## src/svpf_map.vh

```
`ifndef SVPF_MAP_VH
`define SVPF_MAP_VH
// Contract
// - Every coordinates and signals record opens with a colon, 8'h3a.
// - The coils field of the coordinates record always reads 3.
// - With no altimeter the coordinates altitude is three spaces and 0.
// - Lateral offset is taken from array centre, positive to starboard.
// - Out of range turns lateral, vertical, slant and cover fields to '?'.
// - Slant range is the root of lateral squared plus vertical squared.
// - Cover is vertical range minus altitude, positive meaning buried.
// - A lower case status letter means the same plus coil drive off.
// - Status letters: H overheat, O saturation, U under, S normal.
// - Signals altimeter is four padded digits in cm, or a lone 0.
// - Signal values are microvolts, +99999 to -9999, padded digits.
// - Values go starboard, centre, port early, then the same standard.
// - Coordinates and signals records are sent strictly in turn.
// - A coordinates record is 24 characters plus CR LF, distances in cm.

`define SVPF_CH_START   8'h3a
`define SVPF_CH_COILS   8'h33
`define SVPF_CH_QM      8'h3f
`define SVPF_CH_SP      8'h20
`define SVPF_CH_ZERO    8'h30
`define SVPF_CH_PLUS    8'h2b
`define SVPF_CH_MINUS   8'h2d
`define SVPF_CH_COMMA   8'h2c
`define SVPF_CH_CR      8'h0d
`define SVPF_CH_LF      8'h0a
`define SVPF_CH_LOWER   8'h20

`define SVPF_ID_NORMAL  8'h53
`define SVPF_ID_UNDER   8'h55
`define SVPF_ID_OVER    8'h4f
`define SVPF_ID_HEAT    8'h48

`define SVPF_ST_NORMAL  2'h0
`define SVPF_ST_UNDER   2'h1
`define SVPF_ST_OVER    2'h2
`define SVPF_ST_HEAT    2'h3

`define SVPF_CO_LAT     6'h02
`define SVPF_CO_VRT     6'h07
`define SVPF_CO_SLANT   6'h0b
`define SVPF_CO_ALT     6'h0f
`define SVPF_CO_COV     6'h13
`define SVPF_CO_CR      6'h18
`define SVPF_CO_LEN     6'h1a

`define SVPF_SG_ALT     6'h02
`define SVPF_SG_BASE_A  6'h07
`define SVPF_SG_BASE_N  6'h04
`define SVPF_SG_STRIDE  7
`define SVPF_SG_TAIL    6'h29

`define SVPF_DIST_MAX   18'sh0270f
`define SVPF_DIST_MIN   18'sh3d8f1
`define SVPF_SIG_MAX    18'sh1869f
`define SVPF_SIG_MIN    18'sh3d8f1

`define SVPF_ROOT_STEPS 4'hf
`endif

```

## src/svpf_buf.v

```verilog
`timescale 1ns/100ps
`default_nettype none
module svpf_buf (
    input  wire       clk_sys,
    input  wire       rst,
    input  wire [7:0] in_data,
    input  wire       in_valid,
    output reg        in_ready,
    output reg  [7:0] out_data,
    output reg        out_valid,
    input  wire       out_ready
);
    reg  [7:0] spare_r;
    reg  [1:0] cnt_r;
    wire       push;
    wire       pop;
    wire [1:0] cnt_nxt;

    assign push    = in_valid & in_ready;
    assign pop     = out_valid & out_ready;
    assign cnt_nxt = cnt_r + {1'b0, push} - {1'b0, pop};

    // Second entry absorbs the word in flight when the reader stalls
    always @(posedge clk_sys) begin
        if (rst) begin
            cnt_r     <= 2'h0;
            out_data  <= 8'h00;
            spare_r   <= 8'h00;
            out_valid <= 1'b0;
            in_ready  <= 1'b0;
        end else begin
            cnt_r     <= cnt_nxt;
            out_valid <= (cnt_nxt != 2'h0);
            in_ready  <= (cnt_nxt != 2'h2);
            if (pop) begin
                if (cnt_r == 2'h2)
                    out_data <= spare_r;
                else if (push)
                    out_data <= in_data;
                if (push && cnt_r == 2'h2)
                    spare_r <= in_data;
            end else if (push) begin
                if (cnt_r == 2'h0)
                    out_data <= in_data;
                else
                    spare_r <= in_data;
            end
        end
    end
endmodule // svpf_buf
`default_nettype wire

```

## src/svpf_root.v

```verilog
`timescale 1ns/100ps
`default_nettype none
`include "svpf_map.vh"
module svpf_root (
    input  wire        clk_sys,
    input  wire        rst,
    input  wire        start,
    input  wire [29:0] radicand,
    output reg  [14:0] root,
    output reg         done
);
    reg  [29:0] rad_r;
    reg  [17:0] rem_r;
    reg  [3:0]  cnt_r;
    reg         busy_r;
    wire [17:0] rem_sh;
    wire [17:0] trial;

    assign rem_sh = {rem_r[15:0], rad_r[29:28]};
    assign trial  = {1'b0, root, 2'b01};

    // One result bit per cycle keeps the area small; fifteen cycles
    always @(posedge clk_sys) begin
        if (rst) begin
            rad_r  <= 30'h0;
            rem_r  <= 18'h0;
            root   <= 15'h0;
            cnt_r  <= 4'h0;
            busy_r <= 1'b0;
            done   <= 1'b0;
        end else begin
            done <= 1'b0;
            if (start) begin
                rad_r  <= radicand;
                rem_r  <= 18'h0;
                root   <= 15'h0;
                cnt_r  <= `SVPF_ROOT_STEPS;
                busy_r <= 1'b1;
            end else if (busy_r) begin
                rad_r <= {rad_r[27:0], 2'b00};
                if (rem_sh >= trial) begin
                    rem_r <= rem_sh - trial;
                    root  <= {root[13:0], 1'b1};
                end else begin
                    rem_r <= rem_sh;
                    root  <= {root[13:0], 1'b0};
                end
                cnt_r <= cnt_r - 4'h1;
                if (cnt_r == 4'h1) begin
                    busy_r <= 1'b0;
                    done   <= 1'b1;
                end
            end
        end
    end
endmodule // svpf_root
`default_nettype wire

```

## src/svpf_framer.v

```verilog
`timescale 1ns/100ps
`default_nettype none
`include "svpf_map.vh"
module svpf_framer (
    input  wire        clk_sys,
    input  wire        rst,
    input  wire        smp_valid,
    output reg         smp_ready,
    input  wire [15:0] lateral_offset_field,
    input  wire [15:0] vertical_range_field,
    input  wire [15:0] coil_altitude_field,
    input  wire        alt_present,
    input  wire        out_of_range,
    input  wire [1:0]  status_code,
    input  wire        coil_drive_off,
    input  wire [17:0] early_stbd,
    input  wire [17:0] early_ctr,
    input  wire [17:0] early_port,
    input  wire [17:0] std_stbd,
    input  wire [17:0] std_ctr,
    input  wire [17:0] std_port,
    output wire [7:0]  tx_data,
    output wire        tx_valid,
    input  wire        tx_ready
);
    localparam S_IDLE  = 3'h0;
    localparam S_ROOT  = 3'h1;
    localparam S_BCO   = 3'h2;
    localparam S_SCO   = 3'h3;
    localparam S_BSG   = 3'h4;
    localparam S_SSG   = 3'h5;

    reg  [2:0]  state_r;
    reg  [2:0]  state_nxt;
    reg  [7:0]  rec_r [0:63];
    reg  [5:0]  ptr_r;
    reg  [5:0]  len_r;
    reg  [17:0] lat_r;
    reg  [17:0] vrt_r;
    reg  [17:0] alt_r;
    reg  [17:0] slant_r;
    reg         altp_r;
    reg         oor_r;
    reg  [7:0]  id_r;
    reg  [17:0] sig_r [0:5];
    reg         root_go_r;
    integer     k;
    integer     d;

    wire [29:0] radicand;
    wire [14:0] root;
    wire        root_done;
    wire        buf_ready;
    wire        push;
    wire [17:0] cov;
    wire [19:0] lat_bcd;
    wire [19:0] vrt_bcd;
    wire [19:0] slant_bcd;
    wire [19:0] alt_bcd;
    wire [19:0] cov_bcd;
    wire [5:0]  sg_base;
    wire [13:0] lat_mag;
    wire [13:0] vrt_mag;
    wire [16:0] lat_abs;
    wire [16:0] vrt_abs;
    wire [27:0] lat_sq;
    wire [27:0] vrt_sq;

    function [19:0] bcd5;
        input [16:0] v;
        integer i;
        integer j;
        reg [36:0] s;
        begin
            s = {20'h0, v};
            for (i = 0; i < 17; i = i + 1) begin
                for (j = 0; j < 5; j = j + 1) begin
                    if (s[17 + 4 * j +: 4] > 4'h4)
                        s[17 + 4 * j +: 4] = s[17 + 4 * j +: 4] + 4'h3;
                end
                s = {s[35:0], 1'b0};
            end
            bcd5 = s[36:17];
        end
    endfunction

    function [7:0] dch;
        input [19:0] b;
        input integer i;
        begin
            dch = {4'h3, b[4 * i +: 4]};
        end
    endfunction

    function [16:0] absv;
        input [17:0] v;
        reg   [17:0] t;
        begin
            t    = v[17] ? (~v + 18'h1) : v;
            absv = t[16:0];
        end
    endfunction

    function [17:0] clip;
        input signed [17:0] v;
        input signed [17:0] hi;
        input signed [17:0] lo;
        begin
            if (v > hi)
                clip = hi;
            else if (v < lo)
                clip = lo;
            else
                clip = v;
        end
    endfunction

    function [7:0] sgn;
        input [17:0] v;
        begin
            sgn = v[17] ? `SVPF_CH_MINUS : `SVPF_CH_PLUS;
        end
    endfunction

    assign cov       = clip(vrt_r - alt_r, `SVPF_DIST_MAX,
                            `SVPF_DIST_MIN);
    assign lat_abs   = absv(lat_r);
    assign vrt_abs   = absv(vrt_r);
    assign lat_mag   = lat_abs[13:0];
    assign vrt_mag   = vrt_abs[13:0];
    // Full width products; a narrower context would drop the high bits
    assign lat_sq    = lat_mag * lat_mag;
    assign vrt_sq    = vrt_mag * vrt_mag;
    assign radicand  = {2'b00, lat_sq} + {2'b00, vrt_sq};
    assign lat_bcd   = bcd5(lat_abs);
    assign vrt_bcd   = bcd5(vrt_abs);
    assign slant_bcd = bcd5(slant_r[16:0]);
    assign alt_bcd   = bcd5(alt_r[16:0]);
    assign cov_bcd   = bcd5(absv(cov));
    assign sg_base   = altp_r ? `SVPF_SG_BASE_A : `SVPF_SG_BASE_N;
    assign push      = (state_r == S_SCO || state_r == S_SSG) && buf_ready;

    svpf_root u_root (
        .clk_sys  (clk_sys),
        .rst      (rst),
        .start    (root_go_r),
        .radicand (radicand),
        .root     (root),
        .done     (root_done)
    );

    // Words wait here when the receiver stalls; nothing is dropped
    svpf_buf u_buf (
        .clk_sys   (clk_sys),
        .rst       (rst),
        .in_data   (rec_r[ptr_r]),
        .in_valid  (push),
        .in_ready  (buf_ready),
        .out_data  (tx_data),
        .out_valid (tx_valid),
        .out_ready (tx_ready)
    );

    always @* begin
        state_nxt = state_r;
        case (state_r)
            S_IDLE:
                if (smp_valid && smp_ready)
                    state_nxt = S_ROOT;
            S_ROOT:
                if (root_done)
                    state_nxt = S_BCO;
            S_BCO:
                state_nxt = S_SCO;
            S_SCO:
                if (push && ptr_r == len_r - 6'h1)
                    state_nxt = S_BSG;
            S_BSG:
                state_nxt = S_SSG;
            S_SSG:
                if (push && ptr_r == len_r - 6'h1)
                    state_nxt = S_IDLE;
            default:
                state_nxt = S_IDLE;
        endcase
    end

    // Sample capture; values are clipped so every field keeps its width
    always @(posedge clk_sys) begin
        if (rst) begin
            state_r   <= S_IDLE;
            smp_ready <= 1'b0;
            root_go_r <= 1'b0;
            lat_r     <= 18'h0;
            vrt_r     <= 18'h0;
            alt_r     <= 18'h0;
            slant_r   <= 18'h0;
            altp_r    <= 1'b0;
            oor_r     <= 1'b0;
            id_r      <= `SVPF_ID_NORMAL;
            for (k = 0; k < 6; k = k + 1)
                sig_r[k] <= 18'h0;
        end else begin
            state_r   <= state_nxt;
            smp_ready <= (state_nxt == S_IDLE);
            root_go_r <= 1'b0;
            if (state_r == S_IDLE && smp_valid && smp_ready) begin
                root_go_r <= 1'b1;
                lat_r  <= clip({{2{lateral_offset_field[15]}},
                               lateral_offset_field},
                               `SVPF_DIST_MAX, `SVPF_DIST_MIN);
                vrt_r  <= clip({2'b00, vertical_range_field},
                               `SVPF_DIST_MAX, 18'sh0);
                alt_r  <= alt_present ?
                          clip({2'b00, coil_altitude_field},
                               `SVPF_DIST_MAX, 18'sh0) : 18'h0;
                altp_r <= alt_present;
                oor_r  <= out_of_range;
                case (status_code)
                    `SVPF_ST_HEAT:  id_r <= `SVPF_ID_HEAT |
                        {2'b00, coil_drive_off, 5'h00};
                    `SVPF_ST_OVER:  id_r <= `SVPF_ID_OVER |
                        {2'b00, coil_drive_off, 5'h00};
                    `SVPF_ST_UNDER: id_r <= `SVPF_ID_UNDER |
                        {2'b00, coil_drive_off, 5'h00};
                    default:        id_r <= `SVPF_ID_NORMAL |
                        {2'b00, coil_drive_off, 5'h00};
                endcase
                sig_r[0] <= clip(early_stbd, `SVPF_SIG_MAX,
                                 `SVPF_SIG_MIN);
                sig_r[1] <= clip(early_ctr, `SVPF_SIG_MAX,
                                 `SVPF_SIG_MIN);
                sig_r[2] <= clip(early_port, `SVPF_SIG_MAX,
                                 `SVPF_SIG_MIN);
                sig_r[3] <= clip(std_stbd, `SVPF_SIG_MAX,
                                 `SVPF_SIG_MIN);
                sig_r[4] <= clip(std_ctr, `SVPF_SIG_MAX,
                                 `SVPF_SIG_MIN);
                sig_r[5] <= clip(std_port, `SVPF_SIG_MAX,
                                 `SVPF_SIG_MIN);
            end
            if (root_done)
                slant_r <= clip({3'b000, root}, `SVPF_DIST_MAX,
                                18'sh0);
        end
    end

    // Record image build and byte pointer
    always @(posedge clk_sys) begin
        if (rst) begin
            ptr_r <= 6'h0;
            len_r <= `SVPF_CO_LEN;
        end else begin
            if (push)
                ptr_r <= ptr_r + 6'h1;
            if (state_r == S_BCO) begin
                ptr_r <= 6'h0;
                len_r <= `SVPF_CO_LEN;
                rec_r[0] <= `SVPF_CH_START;
                rec_r[1] <= `SVPF_CH_COILS;
                rec_r[`SVPF_CO_LAT] <= oor_r ? `SVPF_CH_QM :
                                      sgn(lat_r);
                rec_r[`SVPF_CO_COV] <= oor_r ? `SVPF_CH_QM :
                                      sgn(cov);
                for (k = 0; k < 4; k = k + 1) begin
                    rec_r[`SVPF_CO_LAT + 1 + k] <= oor_r ? `SVPF_CH_QM :
                        dch(lat_bcd, 3 - k);
                    rec_r[`SVPF_CO_VRT + k] <= oor_r ? `SVPF_CH_QM :
                        dch(vrt_bcd, 3 - k);
                    rec_r[`SVPF_CO_SLANT + k] <= oor_r ? `SVPF_CH_QM :
                        dch(slant_bcd, 3 - k);
                    rec_r[`SVPF_CO_COV + 1 + k] <= oor_r ? `SVPF_CH_QM :
                        dch(cov_bcd, 3 - k);
                    if (altp_r)
                        rec_r[`SVPF_CO_ALT + k] <= dch(alt_bcd, 3 - k);
                    else
                        rec_r[`SVPF_CO_ALT + k] <= (k == 3) ?
                            `SVPF_CH_ZERO : `SVPF_CH_SP;
                end
                rec_r[`SVPF_CO_CR]     <= `SVPF_CH_CR;
                rec_r[`SVPF_CO_CR + 1] <= `SVPF_CH_LF;
            end
            if (state_r == S_BSG) begin
                ptr_r <= 6'h0;
                len_r <= sg_base + `SVPF_SG_TAIL + 6'h2;
                rec_r[0] <= `SVPF_CH_START;
                rec_r[1] <= id_r;
                if (altp_r) begin
                    for (k = 0; k < 4; k = k + 1)
                        rec_r[`SVPF_SG_ALT + k] <=
                            dch(alt_bcd, 3 - k);
                end else begin
                    rec_r[`SVPF_SG_ALT] <= `SVPF_CH_ZERO;
                end
                rec_r[sg_base - 6'h1] <= `SVPF_CH_COMMA;
                // Sign plus five digits covers both ends of the range
                for (k = 0; k < 6; k = k + 1) begin
                    rec_r[sg_base + `SVPF_SG_STRIDE * k] <=
                        sgn(sig_r[k]);
                    for (d = 0; d < 5; d = d + 1)
                        rec_r[sg_base + `SVPF_SG_STRIDE * k + 1 + d] <=
                            dch(bcd5(absv(sig_r[k])), 4 - d);
                    if (k < 5)
                        rec_r[sg_base + `SVPF_SG_STRIDE * k + 6] <=
                            `SVPF_CH_COMMA;
                end
                rec_r[sg_base + `SVPF_SG_TAIL]       <= `SVPF_CH_CR;
                rec_r[sg_base + `SVPF_SG_TAIL + 6'h1] <= `SVPF_CH_LF;
            end
        end
    end
endmodule // svpf_framer
`default_nettype wire

```

## config.mk

```make
export PLATFORM = sky130hd
export DESIGN_NAME = svpf_framer
export DESIGN_NICKNAME = d
export VERILOG_FILES = /design/src/svpf_buf.v /design/src/svpf_root.v /design/src/svpf_framer.v
export VERILOG_INCLUDE_DIRS = /design/src
export SDC_FILE = /design/constraint.sdc
export NUM_CORES = 2
export LEC_CHECK = 0
export BUFFER_PORTS_ARGS = -buffer_cell sky130_fd_sc_hd__buf_2
export CORE_ASPECT_RATIO = 2
export CORE_MARGIN = 3
export CORE_UTILIZATION = 65
export DETAILED_ROUTE_END_ITERATION = 6
export HOLD_SLACK_MARGIN = 0.1
export PLACE_DENSITY = 0.9
export RECOVER_POWER = 100
export SETUP_SLACK_MARGIN = 0.3
export SYNTH_ARGS = -nofsm -noshare
export SYNTH_HDL_FRONTEND = slang
export SYNTH_SLANG_ARGS = --single-unit
```

## constraint.sdc

```tcl
create_clock -name clk_sys -period 32.2 [get_ports clk_sys]
set_input_delay 4.83 -clock clk_sys [delete_from_list [all_inputs] [get_ports clk_sys]]
set_output_delay 4.83 -clock clk_sys [all_outputs]
set_load 0.02 [all_outputs]
```

==> summary.txt <==
Floorplan
  – Initial core utilization: 65.69%
  – Die Y: around 500 µm
  – Die Area: between 0.1 and 0.15 mm²
  – Core Area: 0.1218 mm²
  – Placement row count: 181
  – Die Span X: 254.1 µm
  – I/O pins: between 150 and 200

Critical path
  – Crit-path slowest cell: o311ai_0
  – CP Launch Point: vrt_r[1]
  – WP data arrival: 27.09 ns
  – R2r worst-path depth: 88
  – Type of the worst setup path: flip-flop to flip-flop
  – Startpoint class of the critical path: flip-flop
  – Cell mode on critical path: ha_1
  – Crit path max fanout: 18
  – FF-to-FF End: rec_r[23][1]
  – Largest stage delay, worst path: between 1.5 and 2 ns
  – Flop2flop setup slack: roughly 5.4 ns
  – CP Capture Point: rec_r[23][1]
  – WP data required: 32.48 ns
  – Crit path capture type: flip-flop
  – Reg-to-Reg Start: vrt_r[1]

Yosys
  – Synth unique cells: 140
  – Synthesized area per cell: between 8 and 9 µm²
  – Post-synthesis cell count: around 9600
  – Syn Std Cell Area: between 0.08 and 0.09 mm²
  – Share of flip-flops with an asynchronous set or reset: 0%
  – Sequential share of the synthesized area: between 15 and 20%
  – Synthesis-stage register bit count: 500
  – Main flop type after synthesis: edfxtp_1
  – Number of synthesized flops with an enable pin: 317
  – Synth Warn #: 0

Timing
  – Setup Viol. Count Final: 0
  – RSZ-0062 raised after global routing: no
  – Max-Slew Margin vs Limit: -170.6%
  – Period utilisation layout: ~83%
  – Fin crit period: 26.82 ns
  – Final Max Tran Viols: about 740
  – Final Skew: approximately 0.046 ns
  – Endpoints failing hold: 0
  – Fmax achieved: approximately 37 MHz
  – Setup TNS: 0 ns
  – Worst Max-Slew Pin Slew: between 4 and 5 ns

Finish
  – Syn-to-layout area delta: 4.693%
  – Layout fillers: roughly 9100
  – Final layout net count: roughly 11000
  – Layout cells sized above 1: approximately 7.6%

Placement
  – DP HPWL: approximately 180 mm
  – Port bufs: 173
  – Final RePlAce weighted congestion: about 1

Route
  – Initial DRC Count: ~5600
  – DR WL/cell: a little over 20 µm
  – Vias: about 75000
  – DRT Wirelength: 233.3 mm
  – Via-per-instance ratio: between 6 and 7
  – Post-DRT Antenna Nets: 0
  – # DRC: 3
  – TritonRoute pass-1 iters: 7

Clocking
  – Worst-skew pair later-pin latency: around 0.70 ns
  – Post-CTS Resized: 0
  – Clock root cell: clkbuf_16
  – Cts hold-fix bufs: 0
  – CTS tree: done
  – Maximum clock path buffer count: 3
  – H-tree levels: 2
  – Worst-path clk slew: around 0.070 ns
  – Clock sinks: 500
  – Post-CTS setup buffer count: 0
  – CTS Buf Count: 49

GRT
  – First-pass GRT wire length: between 300 and 400 mm
  – Initial antenna violation count: 17
  – GRT Overall Usage: a little over a third
  – Largest net degree at the start of global routing: 74
  – Grt ovf: 0
  – Via count of the first global-routing pass: 76309

Status
  – Status: finished, violations left
  – Failing checks: DRC, capacitance limit, slew limit

Min path
  – Hold Crit Class: flip-flop to flip-flop

Flow run
  – Max cap viols: 15
[worst max-delay path: cells and delay by family, from the launching register on]
family	cells	cell delay, ns
AOI/OAI and AO/OA	22	9.88
xor gates and xnor gates	9	2.23
adders and majority gates	18	6.04
buffers and inverters	12	1.96
DFF	1	0.44
muxes	1	0.40
and+or+nand+nor	26	5.43
[metal layers]
layer	GRT usage (%)	vias to the layer above	wire, µm
met5	0	-	52
met4	34.09	8	26020
met2	65.59	3410	118200
li1	-	34309	-
met3	9.082	1544	17270
met1	31.67	35257	71800
[worst min-delay path by stage]
stage	startpoint	to	slack, ns	depth (start not counted)
after floorplan	rec_r[45][5]	rec_r[45][5]	0.43	2
after global placement	id_r[2]	id_r[2]	0.44	2
after detailed placement	rec_r[45][5]	rec_r[45][5]	0.45	2
after CTS	id_r[5]	id_r[5]	0.46	2
after global routing	id_r[5]	id_r[5]	0.49	2
final	id_r[5]	id_r[5]	0.47	2
[stage by stage]
step                      instances  hold slack [ns]  utilization [%]  worst slack, ns  instance area [µm²]
after floorplan                9592           0.4299                -            12.78                80080
after global placement        11131           0.4431            67.57            9.303                82330
after detailed placement      11131           0.4456            67.57            8.945                82330
after CTS                     11219           0.4625            68.92            8.795                83970
after global routing          11222           0.4900            68.75            3.453                83770
final                         11235           0.4651            68.78            5.384                83800
[synthesized netlist by cell type, types with 47 or more instances]
| master | count | share of area, % |
|---|---|---|
| mux4_2 | 56 | 1.6 |
| nand2_1 | 625 | 2.9 |
| o21a_1 | 83 | 0.78 |
| fa_1 | 293 | 7.3 |
| a21oi_1 | 802 | 5.0 |
| nor2b_1 | 107 | 0.84 |
| clkbuf_1 | 182 | 0.85 |
| or2_2 | 47 | 0.37 |
| ha_1 | 987 | 15 |
| edfxtp_1 | 317 | 12 |
| a21boi_0 | 63 | 0.59 |
| o211ai_1 | 76 | 0.71 |
| and2_1 | 72 | 0.56 |
| o21bai_1 | 76 | 0.71 |
| nand2b_1 | 178 | 1.4 |
| a211o_1 | 55 | 0.60 |
| or3_1 | 55 | 0.43 |
| mux2_2 | 249 | 3.5 |
| dfxtp_1 | 183 | 4.6 |
| nand3_1 | 113 | 0.71 |
| xnor2_1 | 372 | 4.1 |
| a211oi_1 | 167 | 1.6 |
| a21o_1 | 134 | 1.3 |
| nor2_1 | 941 | 4.4 |
| o31ai_1 | 54 | 0.51 |
| inv_1 | 990 | 4.6 |
| nor3_1 | 149 | 0.93 |
| a31oi_1 | 83 | 0.65 |
| o21ai_0 | 362 | 2.3 |
| o21ai_1 | 59 | 0.37 |
| mux2i_1 | 497 | 6.2 |
| xor2_1 | 235 | 2.6 |
| o22ai_1 | 48 | 0.38 |
[kinds of logic (layout without fill, tap and decap cells)]
family / count (synthesis) / after routing / share of synthesized area, %
compound gates: 2566 / 2566 / 21.43
other cells: 1 / 26 / 0.004685
flops: 500 / 500 / 16.47
buf+inv: 1248 / 1320 / 5.953
mux: 808 / 808 / 11.42
fa+ha+maj: 1280 / 1280 / 22.76
xor+xnor: 615 / 615 / 6.844
simple gates: 2565 / 2565 / 15.12
[registers in the layout (all words and copies together), names as in the netlist, 15 cells and up, named ones only]
name / flops
rec_r: 215
sig_r: 108
u_root.rad_r: 30
alt_r: 16
lat_r: 16
u_root.rem_r: 16
vrt_r: 16
slant_r: 15
u_root.root: 15
[area by class of cell]
cell class | instances | area, µm² | area share (%)
inverter | 1006 | 3777 | 4.508
timing repair buffer | 226 | 1186 | 1.415
sequential | 500 | 13190 | 15.74
antenna | 16 | 40.04 | 0.04778
tap | 1555 | 1946 | 2.322
clock inverter | 24 | 274.0 | 0.3270
multi-input combinational | 7844 | 62010 | 74.00
clock buffer | 64 | 1366 | 1.630
[placed cells by master, fill, tap and decap left out, types with 52 or more instances in the layout]
| cell | n |
|---|---|
| and2_1 | 61 |
| buf_2 | 162 |
| inv_1 | 990 |
| a211o_1 | 55 |
| ha_1 | 987 |
| mux2i_1 | 497 |
| edfxtp_1 | 317 |
| o21a_1 | 83 |
| o21ai_0 | 383 |
| nand2_1 | 625 |
| a211oi_1 | 168 |
| o21bai_1 | 77 |
| mux4_2 | 56 |
| o31ai_1 | 55 |
| a21boi_0 | 70 |
| clkbuf_16 | 52 |
| a21o_1 | 134 |
| xnor2_1 | 373 |
| nor3_1 | 149 |
| dfxtp_1 | 178 |
| or3_1 | 54 |
| a21oi_1 | 804 |
| a31oi_1 | 83 |
| fa_1 | 293 |
| nor2b_1 | 107 |
| mux2_2 | 237 |
| nor2_1 | 940 |
| nand2b_1 | 178 |
| nand3_1 | 114 |
| xor2_1 | 235 |
| o211ai_1 | 76 |
Power is not shown: default switching activity piles up to over one toggle a cycle in this logic, so the estimate is an artifact.
